==> src/include/rx_accept_pkg.sv <==
// Constants for the receive accept control block: register offset, field
// positions, reset value and state codes. Assumes a 16-bit host register port.
// Notes on behaviour
// - While flush is set, queue memory is cleared and frame pointer reset.
// - UDP checksum check enabled: bad UDP frames are discarded.
// - TCP checksum check enabled: bad TCP frames are discarded.
// - IP header check enabled: bad IP header frames are discarded.
// - Station filter enable, set after reset, accepts unicast passing station filter.
// - Pause honour in full duplex holds transmit until pause timer expires.
// - Error accept stores CRC error frames; otherwise they are discarded.
// - Group filter enable accepts multicast passing the station filter.
// - Broadcast accept takes every broadcast frame.
// - All-group accept takes every multicast, broadcast included.
// - Own unicast accept takes unicast matching the 48-bit station address.
// - Promiscuous accept takes every frame regardless of destination.
// - Inverse filter inverts the destination address decision.
// - Setting run enable puts receive into running state.
// - Clearing run enable finishes current frame, then stops.
`default_nettype none

package rx_accept_pkg;
  localparam logic [7:0] RECEIVE_CONTROL_ONE_OFFSET = 8'h74;
  localparam logic [15:0] RECEIVE_CONTROL_ONE_RESET = 16'h0800;
  localparam int RX_QUEUE_FLUSH_BIT = 15;
  localparam int UDP_CHECKSUM_CHECK_EN_BIT = 14;
  localparam int TCP_CHECKSUM_CHECK_EN_BIT = 13;
  localparam int IP_HEADER_CHECKSUM_CHECK_EN_BIT = 12;
  localparam int STATION_ADDR_FILTER_EN_BIT = 11;
  localparam int PAUSE_HONOUR_EN_BIT = 10;
  localparam int CRC_ERROR_FRAME_ACCEPT_BIT = 9;
  localparam int GROUP_ADDR_FILTER_EN_BIT = 8;
  localparam int BROADCAST_ACCEPT_BIT = 7;
  localparam int ALL_GROUP_ACCEPT_BIT = 6;
  localparam int OWN_UNICAST_ACCEPT_BIT = 5;
  localparam int PROMISCUOUS_ACCEPT_BIT = 4;
  localparam int INVERSE_ADDR_FILTER_BIT = 1;
  localparam int RX_RUN_ENABLE_BIT = 0;
  localparam logic [47:0] BROADCAST_ADDR = 48'hFFFFFFFFFFFF;
  localparam int PAUSE_QUANTUM_CYCLES = 16'h0040;

  typedef enum logic [2:0] {
    RX_STOPPED = 3'h1,
    RX_RUNNING = 3'h2,
    RX_IN_FRAME = 3'h4
  } rx_state_t;
endpackage : rx_accept_pkg

`default_nettype wire

==> src/rtl/rx_addr_match.sv <==
// Destination address classifier: combinational accept decision for one frame.
// Assumes the destination and station address are stable while sampled.
`default_nettype none

module rx_addr_match (
  // Frame destination and station identity
  input wire logic [47:0] dest_addr_i,
  input wire logic [47:0] station_addr_i,
  input wire logic filter_hit_i,
  // Control fields
  input wire logic [15:0] control_i,
  // Decision
  output logic accept_o
);
  logic is_group;
  logic is_bcast;
  logic hit;

  always_comb begin
    // Group bit is the first transmitted bit, bit 40 in this byte order
    is_group = dest_addr_i[40];
    is_bcast = (dest_addr_i == rx_accept_pkg::BROADCAST_ADDR);
    hit = 1'b0;
    if (control_i[rx_accept_pkg::PROMISCUOUS_ACCEPT_BIT]) begin
      hit = 1'b1;
    end
    if (control_i[rx_accept_pkg::BROADCAST_ACCEPT_BIT] && is_bcast) begin
      hit = 1'b1;
    end
    if (control_i[rx_accept_pkg::ALL_GROUP_ACCEPT_BIT] && is_group) begin
      hit = 1'b1;
    end
    if (control_i[rx_accept_pkg::OWN_UNICAST_ACCEPT_BIT] && !is_group
        && dest_addr_i == station_addr_i) begin
      hit = 1'b1;
    end
    if (control_i[rx_accept_pkg::STATION_ADDR_FILTER_EN_BIT] && !is_group && filter_hit_i) begin
      hit = 1'b1;
    end
    if (control_i[rx_accept_pkg::GROUP_ADDR_FILTER_EN_BIT] && is_group && filter_hit_i) begin
      hit = 1'b1;
    end
    accept_o = hit ^ control_i[rx_accept_pkg::INVERSE_ADDR_FILTER_BIT];
  end
endmodule : rx_addr_match

`default_nettype wire

==> src/rtl/rx_frame_accept_control.sv <==
// Receive accept control: holds the receive control register, runs the
// receive state, decides accept or discard at frame end and drives pause hold.
// Assumes frame start and end pulses plus check results come from the MAC.
`default_nettype none

module rx_frame_accept_control (
  // Clock and reset
  input wire logic mclk_i,
  input wire logic rst_n_i,
  // Host register port
  input wire logic [7:0] reg_addr_i,
  input wire logic reg_wr_i,
  input wire logic [1:0] reg_be_i,
  input wire logic [15:0] reg_wdata_i,
  output logic [15:0] reg_rdata_o,
  // Station identity, external filter result and duplex mode
  input wire logic [47:0] station_addr_i,
  input wire logic filter_hit_i,
  input wire logic full_duplex_i,
  // Incoming frame from the MAC
  input wire logic frame_start_i,
  input wire logic frame_end_i,
  input wire logic [47:0] dest_addr_i,
  input wire logic crc_error_i,
  input wire logic is_ip_i,
  input wire logic ip_csum_bad_i,
  input wire logic is_tcp_i,
  input wire logic tcp_csum_bad_i,
  input wire logic is_udp_i,
  input wire logic udp_csum_bad_i,
  input wire logic is_pause_i,
  input wire logic [15:0] pause_quanta_i,
  // Decisions
  output logic frame_store_o,
  output logic frame_drop_o,
  output logic queue_flush_o,
  output logic rx_running_o,
  output logic tx_pause_hold_o
);
  typedef struct packed {
    logic [15:0] ctrl;
    rx_accept_pkg::rx_state_t state;
    logic [47:0] dest;
    logic store;
    logic drop;
    logic flush;
    logic [15:0] rdata;
    logic [15:0] quanta;
    logic [6:0] sub;
    logic running;
    logic hold;
  } state_t;

  state_t st_reg;
  state_t st_next;
  logic addr_ok;
  logic [15:0] c;
  logic pause_load;

  assign c = st_reg.ctrl;

  rx_addr_match u_match (
    .dest_addr_i(st_reg.dest),
    .station_addr_i(station_addr_i),
    .filter_hit_i(filter_hit_i),
    .control_i(c),
    .accept_o(addr_ok)
  );

  function automatic logic csum_fail(input logic [15:0] ctl, input logic ip, input logic ipb,
                                     input logic tcp, input logic tcpb,
                                     input logic udp, input logic udpb);
    csum_fail = (ctl[rx_accept_pkg::UDP_CHECKSUM_CHECK_EN_BIT] && udp && udpb)
              || (ctl[rx_accept_pkg::TCP_CHECKSUM_CHECK_EN_BIT] && tcp && tcpb)
              || (ctl[rx_accept_pkg::IP_HEADER_CHECKSUM_CHECK_EN_BIT] && ip && ipb);
  endfunction

  // Write and read both decode the control register address
  function automatic logic ctrl_sel(input logic [7:0] a);
    ctrl_sel = (a == rx_accept_pkg::RECEIVE_CONTROL_ONE_OFFSET);
  endfunction

  always_comb begin
    st_next = st_reg;
    st_next.store = 1'b0;
    st_next.drop = 1'b0;
    pause_load = 1'b0;
    // Byte enables let the host write either half; all bits read back as written
    if (reg_wr_i && ctrl_sel(reg_addr_i)) begin
      if (reg_be_i[0]) begin
        st_next.ctrl[7:0] = reg_wdata_i[7:0];
      end
      if (reg_be_i[1]) begin
        st_next.ctrl[15:8] = reg_wdata_i[15:8];
      end
    end
    st_next.rdata = ctrl_sel(reg_addr_i) ? st_next.ctrl : 16'h0000;
    st_next.flush = st_next.ctrl[rx_accept_pkg::RX_QUEUE_FLUSH_BIT];
    case (st_reg.state)
      rx_accept_pkg::RX_STOPPED: begin
        if (c[rx_accept_pkg::RX_RUN_ENABLE_BIT]) begin
          st_next.state = rx_accept_pkg::RX_RUNNING;
        end
      end
      rx_accept_pkg::RX_RUNNING: begin
        if (!c[rx_accept_pkg::RX_RUN_ENABLE_BIT]) begin
          st_next.state = rx_accept_pkg::RX_STOPPED;
        end else if (frame_start_i) begin
          st_next.state = rx_accept_pkg::RX_IN_FRAME;
          st_next.dest = dest_addr_i;
        end
      end
      rx_accept_pkg::RX_IN_FRAME: begin
        // Run enable is only looked at on frame end so the current frame completes
        if (frame_end_i) begin
          st_next.state = c[rx_accept_pkg::RX_RUN_ENABLE_BIT] ? rx_accept_pkg::RX_RUNNING
                                                              : rx_accept_pkg::RX_STOPPED;
          // A flush in progress swallows the frame rather than corrupt the queue
          if (!addr_ok || st_reg.flush
              || (crc_error_i && !c[rx_accept_pkg::CRC_ERROR_FRAME_ACCEPT_BIT])
              || csum_fail(c, is_ip_i, ip_csum_bad_i, is_tcp_i, tcp_csum_bad_i,
                           is_udp_i, udp_csum_bad_i)) begin
            st_next.drop = 1'b1;
          end else begin
            st_next.store = 1'b1;
          end
          if (is_pause_i && !crc_error_i && full_duplex_i
              && c[rx_accept_pkg::PAUSE_HONOUR_EN_BIT]) begin
            st_next.quanta = pause_quanta_i;
            st_next.sub = 7'h00;
            pause_load = 1'b1;
          end
        end
      end
      default: st_next.state = rx_accept_pkg::RX_STOPPED;
    endcase
    st_next.running = (st_next.state != rx_accept_pkg::RX_STOPPED);
    // Pause timer: a quantum is PAUSE_QUANTUM_CYCLES clocks; a new pause frame restarts it
    if (st_reg.quanta != 16'h0000 && !pause_load) begin
      if (st_reg.sub == 7'(rx_accept_pkg::PAUSE_QUANTUM_CYCLES - 1)) begin
        st_next.sub = 7'h00;
        st_next.quanta = st_reg.quanta - 16'h0001;
      end else begin
        st_next.sub = st_reg.sub + 7'h01;
      end
    end
    // Pause only means something in full duplex; the pause timer is cleared otherwise
    if (!full_duplex_i) begin
      st_next.quanta = 16'h0000;
    end
    st_next.hold = (st_next.quanta != 16'h0000);
  end

  // The address match sees the destination captured at frame start
  always_ff @(posedge mclk_i) begin
    if (!rst_n_i) begin
      st_reg <= '0;
      st_reg.ctrl <= rx_accept_pkg::RECEIVE_CONTROL_ONE_RESET;
      st_reg.state <= rx_accept_pkg::RX_STOPPED;
    end else begin
      st_reg <= st_next;
    end
  end

  assign reg_rdata_o = st_reg.rdata;
  assign frame_store_o = st_reg.store;
  assign frame_drop_o = st_reg.drop;
  assign queue_flush_o = st_reg.flush;
  assign rx_running_o = st_reg.running;
  assign tx_pause_hold_o = st_reg.hold;
endmodule : rx_frame_accept_control

`default_nettype wire

==> config.mk <==
export PLATFORM = sky130hd
export DESIGN_NAME = rx_frame_accept_control
export DESIGN_NICKNAME = d
export VERILOG_FILES = /design/src/include/rx_accept_pkg.sv /design/src/rtl/rx_addr_match.sv /design/src/rtl/rx_frame_accept_control.sv
export SDC_FILE = /design/constraint.sdc
export NUM_CORES = 1
export LEC_CHECK = 0
export ABC_CLOCK_PERIOD_IN_PS = 3000
export BUFFER_PORTS_ARGS = -buffer_cell sky130_fd_sc_hd__buf_2
export CORE_ASPECT_RATIO = 1.1
export CORE_UTILIZATION = 50
export DETAILED_ROUTE_END_ITERATION = 10
export GPL_TIMING_DRIVEN = 0
export MAX_ROUTING_LAYER = met4
export PLACE_DENSITY_LB_ADDON = 0.3
export SYNTH_ARGS = -nofsm -noshare
export SYNTH_HDL_FRONTEND = slang
export SYNTH_HIERARCHICAL = 1
export SYNTH_SLANG_ARGS = --single-unit
export TNS_END_PERCENT = 10
==> constraint.sdc <==
create_clock -name mclk_i -period 3 [get_ports mclk_i]
set_input_delay 0 -clock mclk_i [delete_from_list [all_inputs] [get_ports mclk_i]]
set_output_delay 0 -clock mclk_i [all_outputs]
set_load 0.02 [all_outputs]
# Yosys cells after proc, flatten, opt, wreduce, memory -nomap -nowiden

Index checks and enable logic that the tools add are counted.

Register bits after elaboration: 111
Logic and storage cells: 88

Add/sub/neg operators: 2
Equal/unequal tests: 8
Muxes and demuxes: 27
Bitwise gates (word level): 1
Reduce and logical (&&, ||, !) cells: 39

Operator list:

| cell                  | count |
|---|---|
| $mux 23               | 4 |
| $mux 51               | 1 |
| $eq 48x48->1          | 1 |
| $eq 48x48->1 const B  | 1 |
| $mux 16               | 3 |
| $reduce_bool 16->1    | 2 |
| $logic_and 1x1->1     | 20 |
| $mux 8                | 2 |
| $sub 16x1->16 const B | 1 |
| $mux 1                | 11 |
| $mux 3                | 3 |
| $pmux 3 s3            | 1 |
| $reduce_and 3->1      | 3 |
| $eq 8x7->1 const B    | 1 |
| $add 7x1->7 const B   | 1 |
| $eq 7x6->1 const B    | 1 |
| $mux 7                | 1 |
| $reduce_bool 2->1     | 3 |
| $logic_not 1->1       | 5 |
| $logic_or 1x1->1      | 5 |
| $eq 3x1->1 const B    | 1 |
| $eq 3x2->1 const B    | 1 |
| $eq 3x3->1 const B    | 1 |
| $ne 3x1->1 const B    | 1 |
| other kinds (3)       | 3 |

# Longest topological paths before layout

Word-level depth: 13
Gate-level depth with buffers: 11
Depth with buffers taken out: 10

# By module

The synthesis kept the hierarchy.

By module, submodules not included:

| module                  | times used | cells an instance | area each (µm²) | seq. area each (µm²) |
|---|---|---|---|---|
| rx_frame_accept_control | 1          | 537               | 4573.1          | 2202.1 |
| rx_addr_match           | 1          | 94                | 719.4           | 0.0 |

# Worst setup path after synthesis

No wires, ideal clock.

Kind: register to register
Start: register st_reg[9] (netlist bit)
End: register st_reg, in the netlist tx_pause_hold_o
Library setup time: 0.116 ns
Arrival time: 2.066 ns
Data required time: 2.884 ns
Setup slack: 0.819 ns
Stages on the path, launching flop included: 11
Buffers on the path: 0
Period minus slack after synthesis: 2.181 ns
Cell sequence: dfxtp_1 inv_1 ha_1 nor3b_1 and3_1 a21boi_4 nand4b_1 xnor2_1 o311ai_1 a41oi_1 a31o_1

Word-level cells in the longest chain between the ends: 7
Elaborated cells between the ends (all ways): 10
Those cells by class: add/sub (1); mux (6); reduce/logical (3)

Ends and longest elaborated chain:

| item                                                                  | line                           | source |
|---|---|---|
| start: declaration                                                    | rx_frame_accept_control.sv:54  | `state_t st_reg;` |
| start signal: assignment                                              | rx_frame_accept_control.sv:161 | `st_reg <= st_next;` |
| parallel branches: the longest is 4 deep, another holds $sub 16x1->16 | n/a                            |  |
| $mux 23 (*)                                                           | rx_frame_accept_control.sv:139 | `if (st_reg.quanta != 16'h0000 && !pause_load) begin` |
| $mux 16 (*)                                                           | rx_frame_accept_control.sv:148 | `if (!full_duplex_i) begin` |
| $reduce_bool 16->1 (*)                                                | rx_frame_accept_control.sv:151 | `st_next.hold = (st_next.quanta != 16'h0000);` |

Every way passes the cells marked *. The select of a mux whose other input is x is not followed.
A chain may end at the register's enable or synchronous reset.

# Final worst setup path

Start: register st_reg[80] (netlist bit)
End: register st_reg, in the netlist frame_drop_o

Word-level cells in the longest chain between the ends: 13
Elaborated cells between the ends (all ways): 15
Those cells by class: eq/ne (2); mux (6); bitwise (1); reduce/logical (6)

Ends and longest elaborated chain:

| item                 | line                           | source |
|---|---|---|
| $eq 48x48->1         | rx_addr_match.sv:22            | `is_bcast = (dest_addr_i == rx_accept_pkg::BROADCAST_ADDR);` |
| $logic_and 1x1->1    | rx_addr_match.sv:27            | `if (control_i[rx_accept_pkg::BROADCAST_ACCEPT_BIT] && is_bcast) begin` |
| $mux 1               | rx_addr_match.sv:27            |  |
| $mux 1               | rx_addr_match.sv:30            | `if (control_i[rx_accept_pkg::ALL_GROUP_ACCEPT_BIT] && is_group) begin` |
| $mux 1 (*)           | rx_addr_match.sv:33            | `if (control_i[rx_accept_pkg::OWN_UNICAST_ACCEPT_BIT] && !is_group` |
| $mux 1 (*)           | rx_addr_match.sv:37            | `if (control_i[rx_accept_pkg::STATION_ADDR_FILTER_EN_BIT] && !is_group && filter_hit_i) begin` |
| $mux 1 (*)           | rx_addr_match.sv:40            | `if (control_i[rx_accept_pkg::GROUP_ADDR_FILTER_EN_BIT] && is_group && filter_hit_i) begin` |
| $xor 1x1->1 (*)      | rx_addr_match.sv:43            | `accept_o = hit ^ control_i[rx_accept_pkg::INVERSE_ADDR_FILTER_BIT];` |
| via addr_ok          | rx_frame_accept_control.sv:56  | `logic addr_ok;` |
| $logic_not 1->1 (*)  | rx_frame_accept_control.sv:119 | `if (!addr_ok \|\| st_reg.flush` |
| $logic_or 1x1->1 (*) | rx_frame_accept_control.sv:119 |  |
| $logic_or 1x1->1 (*) | rx_frame_accept_control.sv:120 | `\|\| (crc_error_i && !c[rx_accept_pkg::CRC_ERROR_FRAME_ACCEPT_BIT])` |
| $logic_or 1x1->1 (*) | rx_frame_accept_control.sv:121 | `\|\| csum_fail(c, is_ip_i, ip_csum_bad_i, is_tcp_i, tcp_csum_bad_i,` |
| $mux 1 (*)           | rx_frame_accept_control.sv:119 |  |

Mark *: on every way through the listed nets, which the timed path passes. The rest lies on a longest branch.

==> impl_results.md <==
- Max incr delay on CP: 0.53 ns
- PwrDens: 389 nW/um^2
- Placed cell area: 6340 um^2
- P&R area growth vs syn: 39.9%
- WP data required: 3.25 ns
- FP Rows: 39
- DRC violations left: 0
- Status: complete, no violations
- Synth cell types: 54
- Routed WL: 16100 um
- Gpl congestion: 0.886
- Critical path destination: frame_drop_o
- Multi-input gate area: 2810 um^2
- Crit end category: flip-flop
- Clock Sinks: 110
- Antenna viol nets, final: 0
- Vias in the first global route: 5263
- Leak Pwr: 3.26 nW
- Worst hold path depth: 4
- Critical Path AT: 2.98 ns
- Syn nets: 787
- Clock root buffer: clkbuf_16
- Core region area: 10300 um^2
- Global-route usage over all layers: 0.303
- Die ar.: 11000 um^2
- Design Area, Final: 7400 um^2
- Global-route wire length before repair: 24900 um
- Nets: 1049
- Tmin final: 2.73 ns
- Reg2reg start: st_reg[80]
- CP max-delay cell: or4_1
- Critical Path Start: st_reg[80]
- Netlist Area Pre-Place: 5290 um^2
- Max Fclk: 0.367 GHz
- Die H: 110 um
- Vias/cell: 5.22
- R2R Setup Slk: 0.27 ns
- H-Tree Depth: 3
- Via Count: 5435
- Antenna violations before repair: 0
- Number of flip-flops in the largest register: 74
- Post-synth ARST share: 0
- CTS buffer count: 9
- Slew margin rel.: 0.610
- Max Cap Viol: 0
- Post-synthesis instance total: 631
- Startpoint Class: flip-flop
- Dpl hpwl: 11600 um
- IO Port Bufs: 173
- Worst r2r dst: frame_drop_o
- EDFF count, synth: 0
- Flops & latches, synth: 110
- Global route overflow: 0
- Initial core utilization: 0.512
- Post-layout util: 0.716
- Post-CTS setup buffers: 0
- Worst min path class: in -> reg
- Setup Viol. Count Final: 0
- DRT Pass-1 Iters: 5
- Kind of critical path: reg -> reg
- Mean post-synth cell area: 8.39 um^2
- Worst Max-Slew Pin Slew: 0.584 ns
- Final hold violation count: 0
- Yosys top cell area share: 0.416
- # diodes: 0
- Layout cells sized above 1: 0.256
- Clock-pin slew on the worst setup and hold paths: 0.07 ns
- Worst VDD drop: 0.326 mV
- CTS tree: done
- Slew Limit Fails: 0
- Clk buf depth: 2
- Crit path max fanout: 3
- Worst Reg-to-Reg Cells: 8
- Register area share after synthesis: 0.416
- Final Skew: 0.00501 ns
- RSZ-0062 raised after global routing: no
- Number of top-level pins: 174
- Synth Flop Type: dfxtp_1
- Register area: 2200 um^2
- Synth warn: 6
- Chip Width: 100 um
- Setup TNS: 0 ns
- DRT iter0 DRCs: 203
- Skew-Pair Late Insertion Delay: 0.35 ns
- Filler cells: 825
- Largest net degree at the start of global routing: 20
- Top post-synthesis cells by area: dfxtp_1 42%, xor2_1 9.6%, nand2_1 8.2%
- Tcrit/Tclk final: 0.909
- Avg WL per Cell: 15.5 um
- CP cell instances: xor2_1 > nor4_1 > nand3_1 > or4_1 > a211oi_1 > nor3b_1 > nand4_1 > nor2b_1
- Worst hold start: is_ip_i
- Post-synth top area cell: dfxtp_1
[power breakdown]
part	internal [W]	switching, W	leakage (nW)
Sequential	0.00146	0.00000269	0.886
Combinational	0.000161	0.000110	2.24
Clock	0.000573	0.000576	0.132
Total	0.00219	0.000689	3.26
[final cells by class]
cell class | instances | share of cell area
plain buffers | 45 | 0.0350
clock buffers | 9 | 0.0304
clock inverters | 7 | 0.00794
inverters | 7 | 0.00355
multi-input cells | 469 | 0.379
flip-flops and latches | 110 | 0.297
well taps | 143 | 0.0242
repair buffers | 251 | 0.222
[routing by layer]
metal | global-route usage | up-vias | routed length (um)
met2 | 0.541 | 211 | 8220
met3 | 0.0381 | 32 | 899
met4 | 0.128 | 0 | 461
met1 | 0.344 | 2517 | 6530
met5 | - | - | 0
li1 | - | 2675 | -
[cell usage after synthesis, types with 2 or more instances]
master       n
nand2_1    115
dfxtp_1    110
a21oi_1     66
xor2_1      58
nor2_1      51
nor3_1      26
clkbuf_1    22
nand4_1     21
buf_4       20
mux2i_1     17
nor2b_1     16
nand3_1     15
nor4_1      12
inv_1        7
and2_1       6
o211ai_1     6
xnor2_1      6
nor4_2       5
a211oi_1     4
and3_1       4
ha_1         3
or3_1        3
buf_6        2
nand4b_1     2
nor3b_1      2
nor4b_1      2
o2111ai_1    2
o21ai_0      2
[worst max-delay path: cells and delay by family, from the launching register on]
family	cells	cell delay [ns]
xor+xnor	1	0.17
flops	1	0.34
simple gates	6	1.80
compound gates	1	0.33
[stage by stage]
| stage | hold slack (ns) | total power [W] | worst slack (ns) | instances |
|---|---|---|---|---|
| final | 0.00418 | 0.00288 | 0.274 | 1041 |
| after global routing | 0.0218 | 0.00298 | 0.142 | 1041 |
| after CTS | 0.0111 | 0.00289 | 0.290 | 1041 |
| after detailed placement | 0.247 | 0.00168 | 0.310 | 947 |
| after global placement | 0.239 | 0.00168 | 0.355 | 947 |
| after floorplan | 0.134 | 0.00155 | 0.819 | 631 |
[worst min-delay path by stage]
stage                      endpoint  slack (ns)
detailed placement       st_reg[85]        0.25
finish                frame_store_o       0.004
CTS                      st_reg[94]        0.01
global placement              c[11]        0.24
global route                  c[11]        0.02
floorplan           tx_pause_hold_o        0.13
[placed cells by master, fill, tap and decap left out, types with 16 or more instances in the layout]
cell type / netlist / routed
buf_2: 0 / 173
nand2_1: 115 / 115
dfxtp_1: 110 / 110
dlygate4sd3_1: 0 / 78
a21oi_1: 66 / 66
xor2_1: 58 / 58
nor2_1: 51 / 51
nor3_1: 26 / 26
clkbuf_1: 22 / 22
nand4_1: 21 / 21
buf_4: 20 / 20
mux2i_1: 17 / 17
nor2b_1: 16 / 16
[cells by family (layout without fill, tap and decap cells)]
group	Yosys count	count (layout)	share of synthesized area
and+or+nand+nor	294	294	0.283
DFF	110	110	0.416
AOI/OAI and AO/OA	91	91	0.101
xor gates and xnor gates	64	64	0.106
buffers and inverters	52	319	0.0539
muxes	17	17	0.0322
adders and majority gates	3	3	0.00709
[repair_timing]
| action | in CTS | in global routing |
|---|---|---|
| endpoints found under the hold margin | 88 | 0 |
| gates resized for setup | 0 | 0 |
| hold buffers | 78 | 0 |
No activity file was read; power rests on OpenSTA's default activity.
